$ cat config.mk
export PLATFORM = sky130hd
export DESIGN_NAME = tmr_timer2
export DESIGN_NICKNAME = d
export VERILOG_FILES = /design/src/tmr_pkg.sv /design/src/tmr_timer2.sv
export SDC_FILE = /design/constraint.sdc
export NUM_CORES = 1
export LEC_CHECK = 0
export BUFFER_PORTS_ARGS = -buffer_cell sky130_fd_sc_hd__buf_4
export CORE_MARGIN = 5
export CORE_UTILIZATION = 50
export DETAILED_ROUTE_END_ITERATION = 7
export HOLD_SLACK_MARGIN = 0.12
export PLACE_DENSITY = 0.73
export SYNTH_ARGS = -nofsm -noshare
export SYNTH_HDL_FRONTEND = slang
export SYNTH_SLANG_ARGS = --single-unit
$ cat constraint.sdc
create_clock -name aclk -period 3.86 [get_ports aclk]
set_input_delay 1.158 -clock aclk [delete_from_list [all_inputs] [get_ports aclk]]
set_output_delay 1.158 -clock aclk [all_outputs]
set_load 0.05 [all_outputs]
$ cat src/tmr_pkg.sv
// constants and types for the timer 2 capture, reload and baud block
package tmr_pkg;
  // ==========================================
  // register indices (byte address = 4 * index)
  localparam logic [9:0] TMR_IDX_CTRL = 10'h0c8;
  localparam logic [9:0] TMR_IDX_MODE = 10'h0c9;
  localparam logic [9:0] TMR_IDX_RCAP_LO = 10'h0ca;
  localparam logic [9:0] TMR_IDX_RCAP_HI = 10'h0cb;
  localparam logic [9:0] TMR_IDX_CNT_LO = 10'h0cc;
  localparam logic [9:0] TMR_IDX_CNT_HI = 10'h0cd;
  localparam int TMR_ADDR_W = 12;
  localparam int TMR_IDX_LSB = 2;
  // ==========================================
  // control register fields
  localparam int TMR_CTL_TF = 7;
  localparam int TMR_CTL_EXF = 6;
  localparam int TMR_CTL_RCLK = 5;
  localparam int TMR_CTL_TCLK = 4;
  localparam int TMR_CTL_EXEN = 3;
  localparam int TMR_CTL_TR = 2;
  localparam int TMR_CTL_CT = 1;
  localparam int TMR_CTL_CPRL = 0;
  // mode register fields
  localparam int TMR_MOD_CRST = 3;
  localparam int TMR_MOD_OE = 1;
  localparam int TMR_MOD_DOWN_COUNT_ENABLE = 0;
  localparam logic [7:0] TMR_MOD_MASK = 8'h0b;
  localparam logic [7:0] TMR_REG_RST = 8'h00;
  // ==========================================
  // tick dividers in core clocks
  localparam logic [3:0] TMR_DIV_BAUD = 4'h2;
  localparam logic [3:0] TMR_DIV_SLOW = 4'hc;
  localparam logic [3:0] TMR_DIV_FAST = 4'h4;
  localparam logic [15:0] TMR_CNT_MAX = 16'hffff;
  localparam logic [15:0] TMR_CNT_ZERO = 16'h0000;
  // ==========================================
  // bus answers
  localparam logic [1:0] TMR_RESP_OKAY = 2'h0;
  localparam logic [1:0] TMR_RESP_SLVERR = 2'h2;
  // ==========================================
  // operating modes
  typedef enum logic [1:0] {
    TMR_MODE_RELOAD = 2'b00,
    TMR_MODE_UPDOWN = 2'b01,
    TMR_MODE_CAPTURE = 2'b10,
    TMR_MODE_BAUD = 2'b11
  } tmr_mode_type;
endpackage

$ cat src/tmr_timer2.sv
// timer 2 with capture, auto-reload, up/down, baud generation and clock out
// Behaviour
// - overflow flag rises on 16-bit overflow, and on down-count match with reload value.
// - hardware sets overflow flag only while receive and transmit clock selects are 0.
// - hardware never clears overflow flag; software writes may clear or set it.
// - external flag set by trigger falling edge or overflow per mode; software clears.
// - external or overflow flag requests timer interrupt when that interrupt is enabled.
// - receive baud source is timer 1 when select is 0, this timer when 1.
// - transmit baud source is timer 1 when select is 0, this timer when 1.
// - either clock select set forces baud-rate generator mode.
// - external enable 0 ignores trigger edges; otherwise falling edge captures or reloads, except in baud-rate generator and up/down modes.
// - run control 0 stops counting and keeps the count; 1 lets it run.
// - baud-rate generator mode ticks once every 2 core clocks.
// - timer counts internal ticks at set speed, counter counts count-input falling edges.
// - in baud mode capture select is ignored and every overflow reloads.
// - reload mode loads reload value on overflow and on enabled trigger edge.
// - capture mode copies the count on each enabled trigger falling edge.
// - capture reset clears the counter once the count has been captured.
// - output enable turns the clock-out toggle on or off.
// - in auto-reload, down-count enable with trigger level picks count direction.
// - reload registers take captured bytes and supply the 16-bit reload value.
//
// Decided for this implementation: the AXI4-Lite register port.
`timescale 1ns/1ps
module tmr_timer2 (
  // clock and reset
  input wire logic aclk,
  input wire logic aresetn,
  // write address channel
  input wire logic [tmr_pkg::TMR_ADDR_W-1:0] s_axi_awaddr,
  input wire logic s_axi_awvalid,
  output logic s_axi_awready,
  // write data channel
  input wire logic [31:0] s_axi_wdata,
  input wire logic [3:0] s_axi_wstrb,
  input wire logic s_axi_wvalid,
  output logic s_axi_wready,
  // write response channel
  output logic [1:0] s_axi_bresp,
  output logic s_axi_bvalid,
  input wire logic s_axi_bready,
  // read address channel
  input wire logic [tmr_pkg::TMR_ADDR_W-1:0] s_axi_araddr,
  input wire logic s_axi_arvalid,
  output logic s_axi_arready,
  // read data channel
  output logic [31:0] s_axi_rdata,
  output logic [1:0] s_axi_rresp,
  output logic s_axi_rvalid,
  input wire logic s_axi_rready,
  // pins
  input wire logic external_count_input,
  input wire logic trigger_input,
  output logic clock_out,
  // core side
  input wire logic timer_speed_bit,
  input wire logic timer_irq_enable,
  input wire logic serial_var_mode,
  input wire logic timer1_overflow,
  output logic timer_irq,
  output logic rx_baud_tick,
  output logic tx_baud_tick
);
  import tmr_pkg::*;

  // ==========================================
  // register state
  logic [7:0] ctrl_q;
  logic [7:0] mode_q;
  logic [15:0] rcap_q, rcap_d;
  logic [15:0] cnt_q, cnt_d;
  logic tf_set, exf_set;

  function automatic logic [9:0] reg_index(input logic [TMR_ADDR_W-1:0] addr);
    reg_index = addr[TMR_IDX_LSB+9:TMR_IDX_LSB];
  endfunction

  function automatic logic reg_mapped(input logic [9:0] idx);
    reg_mapped = (idx >= TMR_IDX_CTRL) && (idx <= TMR_IDX_CNT_HI);
  endfunction

  // ==========================================
  // bus write side
  logic aw_full_q, w_full_q;
  logic [9:0] wr_idx_q;
  logic [7:0] wr_byte_q;
  logic wr_lane_q;
  logic wr_fire, wr_en;
  logic wr_ctrl, wr_mode, wr_rcap_lo, wr_rcap_hi, wr_cnt_lo, wr_cnt_hi;

  assign s_axi_awready = !aw_full_q;
  assign s_axi_wready = !w_full_q;
  assign wr_fire = aw_full_q && w_full_q && !s_axi_bvalid;
  assign wr_en = wr_fire && wr_lane_q;
  assign wr_ctrl = wr_en && (wr_idx_q == TMR_IDX_CTRL);
  assign wr_mode = wr_en && (wr_idx_q == TMR_IDX_MODE);
  assign wr_rcap_lo = wr_en && (wr_idx_q == TMR_IDX_RCAP_LO);
  assign wr_rcap_hi = wr_en && (wr_idx_q == TMR_IDX_RCAP_HI);
  assign wr_cnt_lo = wr_en && (wr_idx_q == TMR_IDX_CNT_LO);
  assign wr_cnt_hi = wr_en && (wr_idx_q == TMR_IDX_CNT_HI);

  always_ff @(posedge aclk) begin
    if (!aresetn) begin
      aw_full_q <= 1'b0;
      wr_idx_q <= '0;
    end else if (s_axi_awvalid && !aw_full_q) begin
      aw_full_q <= 1'b1;
      wr_idx_q <= reg_index(s_axi_awaddr);
    end else if (wr_fire) begin
      aw_full_q <= 1'b0;
    end
  end

  always_ff @(posedge aclk) begin
    if (!aresetn) begin
      w_full_q <= 1'b0;
      wr_byte_q <= '0;
      wr_lane_q <= 1'b0;
    end else if (s_axi_wvalid && !w_full_q) begin
      w_full_q <= 1'b1;
      wr_byte_q <= s_axi_wdata[7:0];
      wr_lane_q <= s_axi_wstrb[0];
    end else if (wr_fire) begin
      w_full_q <= 1'b0;
    end
  end

  always_ff @(posedge aclk) begin
    if (!aresetn) begin
      s_axi_bvalid <= 1'b0;
      s_axi_bresp <= TMR_RESP_OKAY;
    end else if (wr_fire) begin
      s_axi_bvalid <= 1'b1;
      s_axi_bresp <= reg_mapped(wr_idx_q) ? TMR_RESP_OKAY : TMR_RESP_SLVERR;
    end else if (s_axi_bready) begin
      s_axi_bvalid <= 1'b0;
    end
  end

  // ==========================================
  // bus read side
  logic [9:0] rd_idx;
  logic [7:0] rd_byte;

  assign s_axi_arready = !s_axi_rvalid;
  assign rd_idx = reg_index(s_axi_araddr);

  always_comb begin
    if (rd_idx == TMR_IDX_CTRL) begin
      rd_byte = ctrl_q;
    end else if (rd_idx == TMR_IDX_MODE) begin
      rd_byte = mode_q;
    end else if (rd_idx == TMR_IDX_RCAP_LO) begin
      rd_byte = rcap_q[7:0];
    end else if (rd_idx == TMR_IDX_RCAP_HI) begin
      rd_byte = rcap_q[15:8];
    end else if (rd_idx == TMR_IDX_CNT_LO) begin
      rd_byte = cnt_q[7:0];
    end else if (rd_idx == TMR_IDX_CNT_HI) begin
      rd_byte = cnt_q[15:8];
    end else begin
      rd_byte = 8'h00;
    end
  end

  always_ff @(posedge aclk) begin
    if (!aresetn) begin
      s_axi_rvalid <= 1'b0;
      s_axi_rdata <= '0;
      s_axi_rresp <= TMR_RESP_OKAY;
    end else if (s_axi_arvalid && !s_axi_rvalid) begin
      s_axi_rvalid <= 1'b1;
      s_axi_rdata <= {24'h000000, rd_byte};
      s_axi_rresp <= reg_mapped(rd_idx) ? TMR_RESP_OKAY : TMR_RESP_SLVERR;
    end else if (s_axi_rready) begin
      s_axi_rvalid <= 1'b0;
    end
  end

  // ==========================================
  // pin synchronisers and edge detect
  logic [2:0] trig_sync_q, cin_sync_q;

  always_ff @(posedge aclk) begin
    if (!aresetn) begin
      trig_sync_q <= 3'h7;
      cin_sync_q <= 3'h7;
    end else begin
      trig_sync_q <= {trig_sync_q[1:0], trigger_input};
      cin_sync_q <= {cin_sync_q[1:0], external_count_input};
    end
  end

  // ==========================================
  // mode decode and tick generation
  tmr_mode_type mode;
  logic baud_mode, tr, trig_fall, cin_fall, fall_evt;
  logic [3:0] div, presc_q;
  logic int_tick, tick, count_up, ovf, match;

  assign baud_mode = ctrl_q[TMR_CTL_RCLK] || ctrl_q[TMR_CTL_TCLK];
  assign tr = ctrl_q[TMR_CTL_TR];

  always_comb begin
    if (baud_mode) begin
      mode = TMR_MODE_BAUD;
    end else if (ctrl_q[TMR_CTL_CPRL]) begin
      mode = TMR_MODE_CAPTURE;
    end else if (mode_q[TMR_MOD_DOWN_COUNT_ENABLE]) begin
      mode = TMR_MODE_UPDOWN;
    end else begin
      mode = TMR_MODE_RELOAD;
    end
  end

  assign trig_fall = trig_sync_q[2] && !trig_sync_q[1];
  assign cin_fall = cin_sync_q[2] && !cin_sync_q[1];
  // trigger acts only when enabled and not steering the count direction
  assign fall_evt = trig_fall && ctrl_q[TMR_CTL_EXEN] && (mode != TMR_MODE_BAUD)
                    && (mode != TMR_MODE_UPDOWN);

  assign div = baud_mode ? TMR_DIV_BAUD : (timer_speed_bit ? TMR_DIV_FAST : TMR_DIV_SLOW);
  assign int_tick = presc_q >= (div - 4'h1);

  always_ff @(posedge aclk) begin
    if (!aresetn) begin
      presc_q <= 4'h0;
    end else if (int_tick) begin
      presc_q <= 4'h0;
    end else begin
      presc_q <= presc_q + 4'h1;
    end
  end

  assign tick = tr && ((baud_mode || !ctrl_q[TMR_CTL_CT]) ? int_tick : cin_fall);
  assign count_up = (mode != TMR_MODE_UPDOWN) || trig_sync_q[1];
  assign ovf = tick && count_up && (cnt_q == TMR_CNT_MAX);
  assign match = tick && !count_up && (cnt_q == rcap_q);

  // ==========================================
  // counter and reload/capture value
  always_comb begin
    cnt_d = cnt_q;
    rcap_d = rcap_q;
    if (tick) begin
      cnt_d = count_up ? cnt_q + 16'h0001 : cnt_q - 16'h0001;
    end
    if (ovf && (mode != TMR_MODE_CAPTURE)) begin
      cnt_d = rcap_q;
    end
    if (match) begin
      cnt_d = TMR_CNT_MAX;
    end
    if (fall_evt && (mode == TMR_MODE_CAPTURE)) begin
      rcap_d = cnt_q;
      if (mode_q[TMR_MOD_CRST]) begin
        cnt_d = TMR_CNT_ZERO;
      end
    end else if (fall_evt) begin
      cnt_d = rcap_q;
    end
    if (wr_cnt_lo) begin
      cnt_d[7:0] = wr_byte_q;
    end
    if (wr_cnt_hi) begin
      cnt_d[15:8] = wr_byte_q;
    end
    if (wr_rcap_lo) begin
      rcap_d[7:0] = wr_byte_q;
    end
    if (wr_rcap_hi) begin
      rcap_d[15:8] = wr_byte_q;
    end
  end

  always_ff @(posedge aclk) begin
    if (!aresetn) begin
      cnt_q <= TMR_CNT_ZERO;
      rcap_q <= TMR_CNT_ZERO;
    end else begin
      cnt_q <= cnt_d;
      rcap_q <= rcap_d;
    end
  end

  // ==========================================
  // control and mode registers with sticky flags
  assign tf_set = (ovf || match) && !baud_mode;
  assign exf_set = fall_evt || ((mode == TMR_MODE_UPDOWN) && (ovf || match));

  always_ff @(posedge aclk) begin
    if (!aresetn) begin
      ctrl_q <= TMR_REG_RST;
    end else begin
      if (wr_ctrl) begin
        ctrl_q <= wr_byte_q;
      end
      if (tf_set) begin
        ctrl_q[TMR_CTL_TF] <= 1'b1;
      end else if (wr_ctrl) begin
        ctrl_q[TMR_CTL_TF] <= wr_byte_q[TMR_CTL_TF];
      end
      if (exf_set) begin
        ctrl_q[TMR_CTL_EXF] <= 1'b1;
      end else if (wr_ctrl) begin
        ctrl_q[TMR_CTL_EXF] <= wr_byte_q[TMR_CTL_EXF];
      end
    end
  end

  always_ff @(posedge aclk) begin
    if (!aresetn) begin
      mode_q <= TMR_REG_RST;
    end else if (wr_mode) begin
      mode_q <= wr_byte_q & TMR_MOD_MASK;
    end
  end

  // ==========================================
  // outputs to core and pin
  always_ff @(posedge aclk) begin
    if (!aresetn) begin
      timer_irq <= 1'b0;
      rx_baud_tick <= 1'b0;
      tx_baud_tick <= 1'b0;
      clock_out <= 1'b0;
    end else begin
      timer_irq <= timer_irq_enable && (ctrl_q[TMR_CTL_TF] || ctrl_q[TMR_CTL_EXF]);
      rx_baud_tick <= serial_var_mode
                      && (ctrl_q[TMR_CTL_RCLK] ? (ovf && baud_mode) : timer1_overflow);
      tx_baud_tick <= serial_var_mode
                      && (ctrl_q[TMR_CTL_TCLK] ? (ovf && baud_mode) : timer1_overflow);
      if (!mode_q[TMR_MOD_OE]) begin
        clock_out <= 1'b0;
      end else if (ovf) begin
        clock_out <= !clock_out;
      end
    end
  end
endmodule

==> results.md <==
* Met1 Resource Use GR at 0.328
* Largest net degree at the start of global routing at 60
* Worst path max stage delay at approximately 660 ps
* CTS tree: built
* Clock root cell: clkbuf_8
* Hold Crit Class: register to register
* Initial antenna violation count at 0
* Max-slew violation count at 0
* Slew @ Worst Pin at between 700 and 800 ps
* Area of the multi-input gates at approximately 0.0031 mm²
* #FFs+latches synth at 90
* Peak VDD IR at about 0.22 mV
* Die height at approximately 110 µm
* Initial DRC count at 457
* Slowest cell on crit path: nor4_4
* Core area at 0.0104 mm²
* CP Cell Sequence: buf_4, or3_1, ha_1, a221oi_2, or2_1, nor4_4, o21ai_1, mux2_2, a21oi_2
* Post-synthesis sequential area ratio at 0.338
* Commonest non-fill, non-tap cells in the layout: nand2_1 (99), dfxtp_1 (90), buf_4 (73)
* WL final at between 15000 and 20000 µm
* Width of the die at between 100 and 150 µm
* Fmax at ~300 MHz
* N_diodes at 0
* Unrepaired setup endpoints after global routing: no
* Crit-path max FO at 11
* FILL cells at between 1000 and 1500
* Minimum clock period at about 3300 ps
* Netlist cell types at 70
* Placed instance count at 850
* Worst hold start: cin_sync_q[0]
* TNS Setup at 0 ps
* Fin. Hold Viols at 0
* EDFF count, synth at 0
* Crit start category: input pin
* Vias/cell at around 6.2
* Post-synthesis async set-or-reset flop share at 0
* Routed vias at approximately 5400
* Placed cell areas at roughly 0.0057 mm²
* Worst skew pair latency at around 370 ps
* Starting Density at 0.514
* IO Port Bufs at 60
* TritonCTS buffer count at 9
* Routing usage on met3 at 0.0567
* Fin crit share at 0.858
* GR Util met2 at 0.401
* R2R depth at 10
* YS warnings at 0
* Leading cell type in the layout, fill and taps excluded: nand2_1
* Fraction of layout cells with a size suffix above 1 at 0.137
* Setup crit end kind: register
* Row Count at 37
* Worst Hold Path EP: cin_sync_q[1]
* Die Area at between 0.01 and 0.015 mm²
* Clk buf depth at 2
* Ports at between 100 and 150
* Resized cells post-CTS at 0
* Detailed Place HPWL at 11900 µm
* Area Growth Syn to Fin at 10.9%
* Hold WS at approximately 420 ps
* Design Area, Final at between 0.005 and 0.006 mm²
* Placer Congestion at a little over 1
* First-pass GRT wire length at between 20000 and 30000 µm
* Req. time, crit path at 4160 ps
* Ys flop type: dfxtp_1
* DR DRC count at 0
* Setup bufs post-CTS at 0
* Total track usage at 0.251
* Post-Syn Area at 0.00533 mm²
* R2r setup slk at roughly 730 ps
* Post-Syn Area per Cell at around 7.7 µm²
* Data arrival, critical path at about 3600 ps
* Skew final at approximately 18 ps
* Grt peak-use layer: met2
* Status: finished clean
* Vias in the first global route at about 5100
* Hold_buf cts at 0
* Drt pass-1 iters at 5
* Post-route antenna net violation count at 0
* Syn Inst Count at between 600 and 700
* Register area at about 0.0018 mm²
* FF-to-FF Start: ctrl_q[4]
* Clk sink count at 90
* CTS H-Tree Depth at 3
* LEAKAGE at roughly 2.4 nW
* MaxCap Viol Count at 0
* Reg2reg end: cnt_q[11]
* DR WL/cell at 18.7 µm
* Hold depth at 1
* Layout Cells excl Fill at about 870
* Final nets at 802
* Utilization after layout at 0.570
* Clk slew on worst S/H paths at about 100 ps
* Setup CP Type: input pin to register
* Power per cell area at about 320 mW/mm²
* Final setup fails at 0
* Worst slew margin at 0.502
* Grt total ovfl at 0
Yosys cell counts, drive strengths merged, types with 7 or more instances:
library cell / number / area share
nor2b: 9 / 0.011
a221oi: 13 / 0.023
o21ai: 31 / 0.029
nand2b: 10 / 0.012
inv: 13 / 0.0092
nor3: 15 / 0.015
nand2: 99 / 0.070
dfxtp: 90 / 0.34
nand3: 53 / 0.050
nand4: 7 / 0.0082
a211oi: 7 / 0.0099
a311oi: 16 / 0.026
xor2: 19 / 0.031
and3: 11 / 0.013
xnor2: 13 / 0.021
buf: 40 / 0.052
clkbuf: 39 / 0.028
nor2: 57 / 0.042
nor4: 10 / 0.016
a21oi: 59 / 0.056
mux2i: 14 / 0.026
final cells by class:
| cell class | instances | area share |
|---|---|---|
| Clock buffer | 9 | 0.0210 |
| Tap cell | 136 | 0.0288 |
| Sequential cell | 90 | 0.305 |
| Multi-Input combinational cell | 537 | 0.531 |
| Timing Repair Buffer | 73 | 0.0928 |
| Inverter | 14 | 0.00890 |
| Clock inverter | 7 | 0.0121 |
per-layer routing:
layer,part of all wire,vias to the layer above
met5,0,-
met4,0.040,0
met3,0.094,62
met2,0.45,308
met1,0.41,2494
li1,-,2498
through the flow:
stage | total power, mW | worst slack (ps)
finish | 1.87 | 550
global route | 1.94 | 464
CTS | 1.88 | 572
detailed placement | 1.25 | 169
global placement | 1.24 | 218
floorplan | 1.19 | 651
registers in the layout, indices dropped and copies added (netlist names):
register / cells
s_axi_rvalid: 1
s_axi_rresp: 1
cin_sync_q: 3
timer_irq: 1
cnt_q: 16
w_full_q: 1
rcap_q: 16
ctrl_q: 8
s_axi_bvalid: 1
wr_idx_q: 10
wr_byte_q: 8
wr_lane_q: 1
tx_baud_tick: 1
rx_baud_tick: 1
s_axi_rdata: 8
clock_out: 1
presc_q: 4
aw_full_q: 1
trig_sync_q: 3
mode_q: 3
s_axi_bresp: 1
cells by family after synthesis:
family          after synthesis  synth area share
flops                        90             0.338
mux                          17            0.0369
compound gates              164             0.203
simple gates                294             0.270
other cells                   1          0.000704
xor+xnor                     32            0.0526
fa+ha+maj                     4           0.00940
buf+inv                      93            0.0898
power breakdown:
group          leakage [nW]  switching [mW]  internal [mW]  total [mW]
Sequential            0.732          0.0312          0.956       0.987
Clock                0.0991           0.388          0.252       0.640
Combinational          1.53           0.170         0.0734       0.243
critical path, delay by kind of cell:
family,cells,cell delay [ps]
multiplexers,1,310
AND/OR/NAND/NOR,3,1270
buffers and inverters,1,110
AO/OA/AOI/OAI,3,430
adder cells (fa/ha/maj),1,320
how the worst max path moves through the flow:
stage	end	depth (start not counted)	startpoint	slack, ps
6_report	ctrl_q[6]	9	timer_speed_bit	550
5_1_grt	cnt_q[11]	9	timer_speed_bit	460
4_1_cts	cnt_q[11]	9	timer_speed_bit	570
3_5_place_dp	cnt_q[11]	9	timer_speed_bit	170
3_3_place_gp	cnt_q[12]	9	timer_speed_bit	220
2_1_floorplan	ctrl_q[6]	9	timer_speed_bit	650
Note: power is estimated with default switching activity, not from simulation.
